### src/timer_cfg.svh
`ifndef TIMER_CFG_SVH
`define TIMER_CFG_SVH

// ----------------------------------------
// device register offsets
// ----------------------------------------
`define OFS_CAP1_HI   8'hF0
`define OFS_CAP1_LO   8'hF1
`define OFS_CAP2_HI   8'hF2
`define OFS_CAP2_LO   8'hF3
`define OFS_COUNT_HI  8'hF4
`define OFS_COUNT_LO  8'hF5
`define OFS_ALT_HI    8'hF6
`define OFS_ALT_LO    8'hF7
`define OFS_CMP1_HI   8'hF8
`define OFS_CMP1_LO   8'hF9
`define OFS_CMP2_HI   8'hFA
`define OFS_CMP2_LO   8'hFB
`define OFS_CTRL_ONE  8'hFC
`define OFS_CTRL_TWO  8'hFD
`define OFS_STATUS    8'hFE
`define OFS_CTRL_THR  8'hFF

// ----------------------------------------
// device reset values
// ----------------------------------------
`define COUNT_RESET   16'hFFFC
`define COUNT_WRAP    16'hFFFF
`define CMP_HI_RESET  8'h80
`define CMP_LO_RESET  8'h00
`define CTRL_RESET    8'h00
`define BYTE_ZERO     8'h00
`define CTRL_THR_WMASK 8'hF1

// ----------------------------------------
// device field positions
// ----------------------------------------
`define SR_CAP1       7
`define SR_CMP1       6
`define SR_OVF        5
`define SR_CAP2       4
`define SR_CMP2       3
`define C1_CAP_GROUP  7
`define C1_CMP_GROUP  6
`define C1_OVF_EN     5
`define C3_CAP1_EN    7
`define C3_CMP1_EN    6
`define C3_CAP2_EN    5
`define C3_CMP2_EN    4
`define C3_SRC_SEL    0

// ----------------------------------------
// host register map
// ----------------------------------------
`define HOST_OFS_ACCESS  8'h00
`define HOST_OFS_RESULT  8'h04
`define HOST_OFS_CHANNEL 8'h08
`define HOST_OFS_PENDING 8'h0C
`define ACC_WRITE_BIT    16
`define ACC_ADDR_MSB     15
`define ACC_ADDR_LSB     8
`define ACC_DATA_MSB     7
`define RES_BUSY_BIT     31
`define RES_IRQ_BIT      30
`define CH_TRIG_BIT      0
`define CH_MASK_BIT      1
`define CH_PRIO_LSB      4
`define CH_PRIO_MSB      6
`define RESP_OKAY        2'h0
`define RESP_SLVERR      2'h2
`define WORD_ZERO        32'h0000_0000

`endif

### src/timer_pkg.sv
package timer_pkg;
	typedef logic [7:0]  byte_t;
	typedef logic [15:0] count_t;
	typedef logic [2:0]  prio_t;
	typedef enum {ACC_IDLE, ACC_WAIT} host_acc_state_t;
endpackage

### src/timer_link_if.sv
`timescale 1ns/1ps
`default_nettype none

interface timer_link_if;
	import timer_pkg::*;
	logic  acc_valid;
	logic  acc_write;
	byte_t acc_addr;
	byte_t acc_wdata;
	logic  acc_done;
	byte_t acc_rdata;
	logic  irq_channel;

	modport device (
		input  acc_valid,
		input  acc_write,
		input  acc_addr,
		input  acc_wdata,
		output acc_done,
		output acc_rdata,
		output irq_channel
	);
	modport host (
		output acc_valid,
		output acc_write,
		output acc_addr,
		output acc_wdata,
		input  acc_done,
		input  acc_rdata,
		input  irq_channel
	);
endinterface

`default_nettype wire

### src/extended_timer.sv
`timescale 1ns/1ps
`default_nettype none
`include "timer_cfg.svh"

module extended_timer (
	input  wire logic      clk,
	input  wire logic      srst,
	timer_link_if.device   link,
	input  wire logic      capture_one_event,
	input  wire logic      capture_two_event,
	input  wire logic      compare_one_match,
	input  wire logic      compare_two_match,
	input  wire logic      count_tick,
	input  wire logic      ext_irq_pin,
	output var  timer_pkg::count_t count_value,
	output var  timer_pkg::count_t compare_one_value,
	output var  timer_pkg::count_t compare_two_value,
	output var  timer_pkg::byte_t  timer_control_two
);
	import timer_pkg::*;

	byte_t  timer_control_one;
	byte_t  timer_control_three;
	count_t capture_one;
	count_t capture_two;
	byte_t  timer_status_reg;
	byte_t  next_rdata;
	logic   ext_meta, ext_sync;
	logic   rd_acc, wr_acc, status_acc;
	logic   cap1_lo_acc, cap2_lo_acc, cmp1_lo_acc, cmp2_lo_acc, count_lo_acc;
	logic   count_reload, overflow_event;
	logic   capture_one_flag, capture_two_flag, compare_one_flag;
	logic   compare_two_flag, overflow_flag;
	logic   cap1_en, cap2_en, cmp1_en, cmp2_en;
	logic   timer_req, req_latched;

	// ----------------------------------------
	// access decode
	// ----------------------------------------
	// word transfers are not supported; every access is one byte
	assign rd_acc       = link.acc_valid && !link.acc_write;
	assign wr_acc       = link.acc_valid && link.acc_write;
	assign status_acc   = link.acc_valid && (link.acc_addr == `OFS_STATUS);
	assign cap1_lo_acc  = link.acc_valid && (link.acc_addr == `OFS_CAP1_LO);
	assign cap2_lo_acc  = link.acc_valid && (link.acc_addr == `OFS_CAP2_LO);
	assign cmp1_lo_acc  = link.acc_valid && (link.acc_addr == `OFS_CMP1_LO);
	assign cmp2_lo_acc  = link.acc_valid && (link.acc_addr == `OFS_CMP2_LO);
	assign count_lo_acc = link.acc_valid && (link.acc_addr == `OFS_COUNT_LO);
	// either low counter byte written restarts the count
	assign count_reload = wr_acc
		&& (link.acc_addr == `OFS_COUNT_LO || link.acc_addr == `OFS_ALT_LO);
	assign overflow_event = count_tick && !count_reload
		&& (count_value == `COUNT_WRAP);

	// ----------------------------------------
	// external interrupt input
	// ----------------------------------------
	always_ff @(posedge clk) begin
		if (srst) begin
			ext_meta <= 1'b0;
			ext_sync <= 1'b0;
		end else begin
			ext_meta <= ext_irq_pin;
			ext_sync <= ext_meta;
		end
	end

	// ----------------------------------------
	// control registers
	// ----------------------------------------
	always_ff @(posedge clk) begin
		if (srst) begin
			timer_control_one   <= `CTRL_RESET;
			timer_control_two   <= `CTRL_RESET;
			timer_control_three <= `CTRL_RESET;
		end else if (wr_acc) begin
			if (link.acc_addr == `OFS_CTRL_ONE) timer_control_one <= link.acc_wdata;
			else if (link.acc_addr == `OFS_CTRL_TWO) timer_control_two <= link.acc_wdata;
			else if (link.acc_addr == `OFS_CTRL_THR)
				timer_control_three <= link.acc_wdata & `CTRL_THR_WMASK;
		end
	end

	// ----------------------------------------
	// compare value registers
	// ----------------------------------------
	always_ff @(posedge clk) begin
		if (srst) begin
			compare_one_value <= {`CMP_HI_RESET, `CMP_LO_RESET};
			compare_two_value <= {`CMP_HI_RESET, `CMP_LO_RESET};
		end else if (wr_acc) begin
			if (link.acc_addr == `OFS_CMP1_HI) compare_one_value[15:8] <= link.acc_wdata;
			else if (link.acc_addr == `OFS_CMP1_LO) compare_one_value[7:0] <= link.acc_wdata;
			else if (link.acc_addr == `OFS_CMP2_HI) compare_two_value[15:8] <= link.acc_wdata;
			else if (link.acc_addr == `OFS_CMP2_LO) compare_two_value[7:0] <= link.acc_wdata;
		end
	end

	// ----------------------------------------
	// free-running counter
	// ----------------------------------------
	always_ff @(posedge clk) begin
		if (srst)
			count_value <= `COUNT_RESET;
		else if (count_reload)
			count_value <= `COUNT_RESET;
		else if (count_tick)
			count_value <= count_value + 16'h0001;
	end

	// ----------------------------------------
	// capture registers
	// ----------------------------------------
	// no reset on purpose: contents undefined until the first capture
	always_ff @(posedge clk) begin
		if (capture_one_event)
			capture_one <= count_value;
		if (capture_two_event)
			capture_two <= count_value;
	end

	// ----------------------------------------
	// status flags
	// ----------------------------------------
	flag_cell u_cap1 (
		.clk           (clk),
		.srst          (srst),
		.set_event     (capture_one_event),
		.status_access (status_acc),
		.low_access    (cap1_lo_acc),
		.flag          (capture_one_flag)
	);
	flag_cell u_cap2 (
		.clk           (clk),
		.srst          (srst),
		.set_event     (capture_two_event),
		.status_access (status_acc),
		.low_access    (cap2_lo_acc),
		.flag          (capture_two_flag)
	);
	flag_cell u_cmp1 (
		.clk           (clk),
		.srst          (srst),
		.set_event     (compare_one_match),
		.status_access (status_acc),
		.low_access    (cmp1_lo_acc),
		.flag          (compare_one_flag)
	);
	flag_cell u_cmp2 (
		.clk           (clk),
		.srst          (srst),
		.set_event     (compare_two_match),
		.status_access (status_acc),
		.low_access    (cmp2_lo_acc),
		.flag          (compare_two_flag)
	);
	// alternate low byte is not wired here, so it never clears overflow
	flag_cell u_ovf (
		.clk           (clk),
		.srst          (srst),
		.set_event     (overflow_event),
		.status_access (status_acc),
		.low_access    (count_lo_acc),
		.flag          (overflow_flag)
	);

	always_comb begin
		timer_status_reg          = `BYTE_ZERO;
		timer_status_reg[`SR_CAP1] = capture_one_flag;
		timer_status_reg[`SR_CMP1] = compare_one_flag;
		timer_status_reg[`SR_OVF]  = overflow_flag;
		timer_status_reg[`SR_CAP2] = capture_two_flag;
		timer_status_reg[`SR_CMP2] = compare_two_flag;
	end

	// ----------------------------------------
	// interrupt request
	// ----------------------------------------
	// group bit overrides the per-channel pair
	assign cap1_en = timer_control_one[`C1_CAP_GROUP]
		|| timer_control_three[`C3_CAP1_EN];
	assign cap2_en = timer_control_one[`C1_CAP_GROUP]
		|| timer_control_three[`C3_CAP2_EN];
	assign cmp1_en = timer_control_one[`C1_CMP_GROUP]
		|| timer_control_three[`C3_CMP1_EN];
	assign cmp2_en = timer_control_one[`C1_CMP_GROUP]
		|| timer_control_three[`C3_CMP2_EN];
	assign timer_req = (capture_one_flag && cap1_en)
		|| (capture_two_flag && cap2_en)
		|| (compare_one_flag && cmp1_en)
		|| (compare_two_flag && cmp2_en)
		|| (overflow_flag && timer_control_one[`C1_OVF_EN]);

	// stays high until every flag is zero at once, so no edge is lost
	// but a handler that never empties the status locks the channel
	always_ff @(posedge clk) begin
		if (srst)
			req_latched <= 1'b0;
		else if (timer_req)
			req_latched <= 1'b1;
		else if (timer_status_reg == `BYTE_ZERO)
			req_latched <= 1'b0;
	end

	always_ff @(posedge clk) begin
		if (srst)
			link.irq_channel <= 1'b0;
		else if (timer_control_three[`C3_SRC_SEL])
			link.irq_channel <= req_latched;
		else
			link.irq_channel <= ext_sync;
	end

	// ----------------------------------------
	// read data
	// ----------------------------------------
	always_comb begin
		next_rdata = `BYTE_ZERO;
		if (link.acc_addr == `OFS_CAP1_HI) next_rdata = capture_one[15:8];
		else if (link.acc_addr == `OFS_CAP1_LO) next_rdata = capture_one[7:0];
		else if (link.acc_addr == `OFS_CAP2_HI) next_rdata = capture_two[15:8];
		else if (link.acc_addr == `OFS_CAP2_LO) next_rdata = capture_two[7:0];
		else if (link.acc_addr == `OFS_COUNT_HI || link.acc_addr == `OFS_ALT_HI)
			next_rdata = count_value[15:8];
		else if (link.acc_addr == `OFS_COUNT_LO || link.acc_addr == `OFS_ALT_LO)
			next_rdata = count_value[7:0];
		else if (link.acc_addr == `OFS_CMP1_HI) next_rdata = compare_one_value[15:8];
		else if (link.acc_addr == `OFS_CMP1_LO) next_rdata = compare_one_value[7:0];
		else if (link.acc_addr == `OFS_CMP2_HI) next_rdata = compare_two_value[15:8];
		else if (link.acc_addr == `OFS_CMP2_LO) next_rdata = compare_two_value[7:0];
		else if (link.acc_addr == `OFS_CTRL_ONE) next_rdata = timer_control_one;
		else if (link.acc_addr == `OFS_CTRL_TWO) next_rdata = timer_control_two;
		else if (link.acc_addr == `OFS_STATUS) next_rdata = timer_status_reg;
		else if (link.acc_addr == `OFS_CTRL_THR) next_rdata = timer_control_three;
	end

	always_ff @(posedge clk) begin
		if (srst) begin
			link.acc_done  <= 1'b0;
			link.acc_rdata <= `BYTE_ZERO;
		end else begin
			link.acc_done <= link.acc_valid;
			if (rd_acc)
				link.acc_rdata <= next_rdata;
		end
	end
endmodule // extended_timer

`default_nettype wire

### src/flag_cell.sv
`timescale 1ns/1ps
`default_nettype none

module flag_cell (
	input  wire logic clk,
	input  wire logic srst,
	input  wire logic set_event,
	input  wire logic status_access,
	input  wire logic low_access,
	output var  logic flag
);
	logic armed;

	// ----------------------------------------
	// two-step clear, set wins
	// ----------------------------------------
	always_ff @(posedge clk) begin
		if (srst)
			armed <= 1'b0;
		else if (status_access)
			armed <= flag;
		else if (low_access)
			armed <= 1'b0;
	end

	always_ff @(posedge clk) begin
		if (srst)
			flag <= 1'b0;
		else if (set_event)
			flag <= 1'b1;
		else if (low_access && armed)
			flag <= 1'b0;
	end
endmodule // flag_cell

`default_nettype wire

### src/flat_wrapper.sv
// flat-port wrapper written by rule: the top's interface ports become plain ports
module extended_timer_flat import timer_pkg::*;
  (clk, srst, capture_one_event, capture_two_event, compare_one_match, compare_two_match, count_tick, ext_irq_pin, count_value, compare_one_value, compare_two_value, timer_control_two, link_acc_valid, link_acc_write, link_acc_addr, link_acc_wdata, link_acc_done, link_acc_rdata, link_irq_channel);
  timer_link_if link_i ();
  input  wire logic clk;
  input  wire logic srst;
  input  wire logic capture_one_event;
  input  wire logic capture_two_event;
  input  wire logic compare_one_match;
  input  wire logic compare_two_match;
  input  wire logic count_tick;
  input  wire logic ext_irq_pin;
  output var  timer_pkg::count_t count_value;
  output var  timer_pkg::count_t compare_one_value;
  output var  timer_pkg::count_t compare_two_value;
  output var  timer_pkg::byte_t timer_control_two;
  input wire logic [$bits(link_i.acc_valid)-1:0] link_acc_valid;
  input wire logic [$bits(link_i.acc_write)-1:0] link_acc_write;
  input wire logic [$bits(link_i.acc_addr)-1:0] link_acc_addr;
  input wire logic [$bits(link_i.acc_wdata)-1:0] link_acc_wdata;
  output wire logic [$bits(link_i.acc_done)-1:0] link_acc_done;
  output wire logic [$bits(link_i.acc_rdata)-1:0] link_acc_rdata;
  output wire logic [$bits(link_i.irq_channel)-1:0] link_irq_channel;
  assign link_i.acc_valid = link_acc_valid;
  assign link_i.acc_write = link_acc_write;
  assign link_i.acc_addr = link_acc_addr;
  assign link_i.acc_wdata = link_acc_wdata;
  assign link_acc_done = link_i.acc_done;
  assign link_acc_rdata = link_i.acc_rdata;
  assign link_irq_channel = link_i.irq_channel;
  extended_timer u_core (.clk(clk), .srst(srst), .link(link_i), .capture_one_event(capture_one_event), .capture_two_event(capture_two_event), .compare_one_match(compare_one_match), .compare_two_match(compare_two_match), .count_tick(count_tick), .ext_irq_pin(ext_irq_pin), .count_value(count_value), .compare_one_value(compare_one_value), .compare_two_value(compare_two_value), .timer_control_two(timer_control_two));
endmodule
### config.mk
export PLATFORM = sky130hd
export DESIGN_NAME = extended_timer_flat
export DESIGN_NICKNAME = d
export VERILOG_FILES = /design/src/timer_pkg.sv /design/src/timer_link_if.sv /design/src/extended_timer.sv /design/src/flag_cell.sv /design/src/flat_wrapper.sv
export VERILOG_INCLUDE_DIRS = /design/src
export SDC_FILE = /design/constraint.sdc
export NUM_CORES = 1
export LEC_CHECK = 0
export BUFFER_PORTS_ARGS = -buffer_cell sky130_fd_sc_hd__buf_2
export CORE_MARGIN = 2
export CORE_UTILIZATION = 40
export CTS_CLUSTER_SIZE = 30
export DETAILED_ROUTE_END_ITERATION = 10
export GPL_TIMING_DRIVEN = 0
export HOLD_SLACK_MARGIN = 0.12
export REMOVE_ABC_BUFFERS = 1
export SLEW_MARGIN = 10
export SYNTH_ARGS = -nofsm -noshare
export SYNTH_HDL_FRONTEND = slang
export SYNTH_SLANG_ARGS = --single-unit
### constraint.sdc
create_clock -name clk -period 4.7 [get_ports clk]
set_clock_uncertainty 0.1 [all_clocks]
set_input_delay 0.94 -clock clk [delete_from_list [all_inputs] [get_ports clk]]
set_output_delay 0.94 -clock clk [all_outputs]
set_load 0.1 [all_outputs]
After elaboration in Yosys (flattened, before gate mapping)
Cells that the tools add are included.

word-level totals
  output and inout bits = 66
  flip-flop bits (word level) = 124
  input port bits = 26
  word-level logic and storage cells = 139

cells by class
  $add $sub $neg = 1
  muxes and demuxes = 37
  bitwise operators = 5
  reductions and logical operators = 53
  equal/unequal tests = 17

operators by type and width
  operator                 number
  $eq A8 B8 Y1 const B     16
  $mux W8                  14
  $mux W1                  23
  $reduce_bool A2 Y1       11
  $logic_and A1 B1 Y1      21
  $add A16 B1 Y16 const B  1
  $eq A16 B16 Y1 const B   1
  $logic_or A1 B1 Y1       10
  $logic_not A8 Y1         1
  $reduce_and A4 Y1        2
  $reduce_and A3 Y1        2
  $not A1 Y1               5
  $reduce_and A5 Y1        1
  $reduce_and A2 Y1        2
  $logic_not A1 Y1         2
  $reduce_or A2 Y1         1

Depth between registers and ports, before layout
  depth after elaboration = 15
  depth in mapped cells = 9
  mapped depth without buffers = 7

By module
Synthesis repeated with hierarchy kept, for this count alone.

second synthesis, totals
  cells, all modules = 625
  area total of the unflattened synthesis = 5796.8 um2

by module, submodules not included
  module          cells each  area an instance (um2)  seq. area each (um2)  times used
  extended_timer  585         5427.7                  2602.5                1
  flag_cell       8           73.8                    40.0                  5

Worst setup path before layout
Ideal clock, no wire load.

  kind = reg-to-reg
  from = register u_core.count_value[0]
  to = register u_core.count_value[14]
  slack = 2043 ps
  required time = 4479 ps
  buffers on the path = 0
  cell stages (with the launch flop) = 7
  clock period less this slack = 2657 ps
  library setup time = 121 ps
  arrival time = 2435 ps
  cell sequence = dfxtp_1 -> ha_1 -> and3_1 -> nor3b_1 -> nand3_1 -> xnor2_1 -> nand2b_1

between the ends
  longest elaborated chain between the ends = 1

ends and longest elaborated chain
  what                    RTL line               source
  start, declared         extended_timer.sv:15   output var timer_pkg::count_t count_value,
  start signal, assigned  extended_timer.sv:104  count_value <= `COUNT_RESET;
  start signal, assigned  extended_timer.sv:106  count_value <= `COUNT_RESET;
  start signal, assigned  extended_timer.sv:108  count_value <= count_value + 16'h0001;
  $add A16 B1 Y16         extended_timer.sv:108

No other way between the ends.
A chain may end at the register's enable or synchronous reset.

Worst setup path after layout
  from = input port link_acc_addr[1]
  to = register u_core.link.acc_rdata[4]

between the ends
  longest elaborated chain between the ends = 15
  elaborated cells between the ends (all ways) = 32
  classes of those cells = eq/ne (16); mux (14); reduce/logical (2)

ends and longest elaborated chain
  what                    RTL line               source
  start, declared         flat_wrapper.sv:19     input wire logic [$bits(link_i.acc_addr)-1:0] link_acc_addr;
  $eq A8 B8 Y1 (no line)  -
  $mux W8                 extended_timer.sv:234  else if (link.acc_addr == `OFS_CTRL_THR) next_rdata = timer_control_three;
  $mux W8                 extended_timer.sv:233  else if (link.acc_addr == `OFS_STATUS) next_rdata = timer_status_reg;
  $mux W8                 extended_timer.sv:232  else if (link.acc_addr == `OFS_CTRL_TWO) next_rdata = timer_control_two;
  $mux W8                 extended_timer.sv:231  else if (link.acc_addr == `OFS_CTRL_ONE) next_rdata = timer_control_one;
  $mux W8                 extended_timer.sv:230  else if (link.acc_addr == `OFS_CMP2_LO) next_rdata = compare_two_value[7:0];
  $mux W8                 extended_timer.sv:229  else if (link.acc_addr == `OFS_CMP2_HI) next_rdata = compare_two_value[15:8];
  $mux W8                 extended_timer.sv:228  else if (link.acc_addr == `OFS_CMP1_LO) next_rdata = compare_one_value[7:0];
  $mux W8                 extended_timer.sv:227  else if (link.acc_addr == `OFS_CMP1_HI) next_rdata = compare_one_value[15:8];
  $mux W8                 extended_timer.sv:225  else if (link.acc_addr == `OFS_COUNT_LO || link.acc_addr == `OFS_ALT_LO)
  $mux W8                 extended_timer.sv:223  else if (link.acc_addr == `OFS_COUNT_HI || link.acc_addr == `OFS_ALT_HI)
  $mux W8                 extended_timer.sv:222  else if (link.acc_addr == `OFS_CAP2_LO) next_rdata = capture_two[7:0];
  $mux W8                 extended_timer.sv:221  else if (link.acc_addr == `OFS_CAP2_HI) next_rdata = capture_two[15:8];
  $mux W8                 extended_timer.sv:220  else if (link.acc_addr == `OFS_CAP1_LO) next_rdata = capture_one[7:0];
  $mux W8 *               extended_timer.sv:219  if (link.acc_addr == `OFS_CAP1_HI) next_rdata = capture_one[15:8];
  end signal, assigned    extended_timer.sv:240  link.acc_rdata <= `BYTE_ZERO;
  end signal, assigned    extended_timer.sv:244  link.acc_rdata <= next_rdata;
  end, declared           timer_link_if.sv:20    output acc_rdata,

Every way passes the cells marked *; elsewhere a longest branch is shown, timed or not.

==> qor.txt <==
total gr overflow -> 0
hold_buf cts -> 0
Flop pwr share -> 42.7%
pwr/cell area -> 390 nW/um2
CP Cell Sequence -> buf_2, nor2b_1, nand2_1, a221oi_1, o221ai_1, o31a_1, o32ai_1
Post-Synth Adder-Cell Area -> 0.221%
clock transition at the registers of the reported paths -> 60 ps
CTS tree -> built
Clock Latency Late Sink -> 430 ps
Comb pwr share -> 7.2%
die width -> 123 um
setup ws final -> 1770 ps
Worst setup SP type -> input port
Worst VDD drop -> 0.000216 V
Min-Delay Endpoint -> u_core.link.acc_rdata[2]$_SDFFE_PP0P_
initial antenna violation count -> 1
syn_area_per_cell -> 9.92 um2
Die Ht -> 123 um
Yosys warning count -> 0
Resized cells post-CTS -> 0
drt pass-1 iters -> 5
internal cell power -> 1990 uW
CTS root buf -> clkbuf_16
FF+latch count, synth -> 124
Hold Vio Cnt, Final -> 0
Overall Global Routing Usage -> 22.6%
MaxCap Viol Count -> 0
Lkg Pwr -> 0.00256 uW
worst r2r path cells -> 7
hold path cells -> 1
Async SR Flop Fraction -> 0%
max-slew violations -> 0
Post-synth top cells -> dfxtp_1 (92), nor2_1 (92), mux2i_1 (69)
main combinational cell family by area after synthesis -> simple AND/OR/NAND/NOR gates
Net count, final -> 677
crit-path leading delay family -> compound AO/OA/AOI/OAI gates
drc violations -> 0
EDFF count, synth -> 32
Post-Synth Simple-Gate Area -> 18.3%
core footprint -> 13800 um2
Compound-Gate Fraction of Synth Area -> 13.5%
Post-DRT Antenna Nets -> 0
post-synthesis sequential area ratio -> 49.6%
Final Wtd Congestion -> 0.849
CP max-delay cell -> nor2b_1
Period minus WS final -> 2930 ps
largest net degree at the start of global routing -> 78
Data required, critical path -> 4920 ps
Post-synth top flop -> dfxtp_1
reg2reg end -> u_core.count_value[10]$_SDFFE_PP1P_
final WL -> 16.3 mm
clock share of power -> 50.1%
Hold Path Class -> flop to flop
Mapped Cells -> 570
hpwl dp -> 11.3 mm
first-pass GRT wire length -> 25.2 mm
Post-Synth XOR/XNOR Area -> 1.55%
post-CTS setup buffers -> 0
Yosys cell types -> 60
# diodes -> 0
initial cell density of the core -> 40.9%
post-synthesis mux area share -> 13.6%
H-tree Lvls -> 4
crit-path max FO -> 32
Setup Slack @ Placement -> 875 ps
status -> completed
final setup fails -> 0
maximum clock rate -> 0.342 GHz
fin crit share -> 62.3%
Port Buffer Count -> 91
share of layout cells above drive strength 1 -> 20.7%
setup slack, reg-to-reg -> 2390 ps
via count of the first global-routing pass -> 4632
top cell type's share of synthesized area -> 32.6%
Setup TNS -> 0 ps
CTS buffer count -> 17
Worst Path Arrival -> 3140 ps
area grow syn2layout -> 19.9%
switch share -> 24.8%
RSZ-0062 raised after global routing -> false
clock buffer depth -> 2
Worst setup EP type -> flop
Synth Cell Area -> 5650 um2
Worst slew margin -> 43.4%
Sink Count -> 124
post-synth top area cell -> dfxtp_1
WL/cell -> 19.4 um
hold wc startpoint -> u_core.link.acc_rdata[2]$_SDFFE_PP0P_
Initial DRC Count -> 414
reg2reg start -> u_core.count_value[0]$_SDFFE_PP0P_
Via density -> 5.70
Vias -> 4808
slowest stage delay, CP -> 570 ps
fillers -> 1284
die area -> 15100 um2
worst slew pin tran -> 845 ps
synth top area cells -> dfxtp_1 (33%), edfxtp_1 (17%), mux2i_1 (12%)
CP bufs+invs -> 1
switching power -> 655 uW
crit path kind -> input port to flop
IO Pins -> 92
Row Count -> 43
power groups by stage:
| stage | sequential (uW) | combinational, uW | clock (uW) |
|---|---|---|---|
| floorplan | 1190 | 62.0 | 0 |
| global placement | 1150 | 186 | 0 |
| detailed placement | 1150 | 190 | 0 |
| CTS | 1130 | 191 | 1340 |
| global route | 1130 | 203 | 1380 |
| finish | 1130 | 190 | 1330 |
placed cells by master (no fill, tap or decap), types with 8 or more instances in the layout:
master / n
dfxtp_1: 92
clkbuf_16: 17
nand3_1: 14
nor2b_1: 11
o21ai_0: 31
nand2_1: 38
buf_2: 89
mux2i_1: 69
a21oi_1: 30
nor2_1: 92
xnor2_1: 8
edfxtp_1: 32
cell type report:
cell class                      count  area (um2)  share of cell area (%)
Clock inverter                     14         170                    2.51
Timing Repair Buffer               91         460                    6.79
Sequential cell                   124        2800                    41.3
Multi-Input combinational cell    409        2670                    39.3
Clock buffer                       18         429                    6.33
Tap cell                          180         225                    3.32
Inverter                            7        26.3                   0.388
sequential cells by signal, summed over array words and instances (netlist names), 8 cells and up:
signal                    flops
u_core.link.acc_rdata         8
u_core.timer_control_two      8
u_core.count_value           16
u_core.compare_one_value     16
u_core.capture_one           16
u_core.timer_control_one      8
u_core.compare_two_value     16
u_core.capture_two           16
routing by layer:
layer | track usage, % | wire (um) | vias up
li1 | - | - | 2245
met1 | 28.9 | 7130 | 2332
met2 | 35.8 | 7710 | 190
met3 | 6.18 | 1060 | 39
met4 | 9.84 | 408 | 2
met5 | 0 | 10 | -
worst max path at each step:
stage,depth (start not counted),startpoint,slack [ps],endpoint
after detailed placement,5,link_acc_addr[0],880,u_core.compare_one_value[0]$_SDFFE_PP0P_
after floorplan,6,u_core.count_value[0]$_SDFFE_PP0P_,2030,u_core.count_value[14]$_SDFFE_PP1P_
after CTS,5,link_acc_addr[0],1290,u_core.compare_one_value[0]$_SDFFE_PP0P_
final,7,link_acc_addr[1],1770,u_core.link.acc_rdata[4]$_SDFFE_PP0P_
after global placement,5,link_acc_addr[0],870,u_core.compare_one_value[0]$_SDFFE_PP0P_
after global routing,5,link_acc_addr[0],1660,u_core.compare_one_value[3]$_SDFFE_PP0P_
stage by stage:
step / power, uW / cells / area [um2] / util, % / hold WS (ps)
finish: 2650 / 843 / 6780 / 49.0 / 348
global route: 2720 / 843 / 6780 / 49.0 / 366
CTS: 2660 / 843 / 6780 / 49.0 / 352
detailed placement: 1340 / 811 / 6180 / 44.7 / 340
global placement: 1340 / 811 / 6180 / 44.7 / 336
floorplan: 1260 / 540 / 5500 / - / 314
kinds of logic (layout without fill, tap and decap cells):
| kind of cell | Yosys count | after routing |
|---|---|---|
| DFF | 124 | 124 |
| AOI/OAI and AO/OA | 119 | 119 |
| and+or+nand+nor | 206 | 206 |
| muxes | 73 | 73 |
| adders and majority gates | 1 | 1 |
| buffers and inverters | 37 | 130 |
| xor gates and xnor gates | 10 | 10 |
No activity file was read; power rests on OpenSTA's default activity.
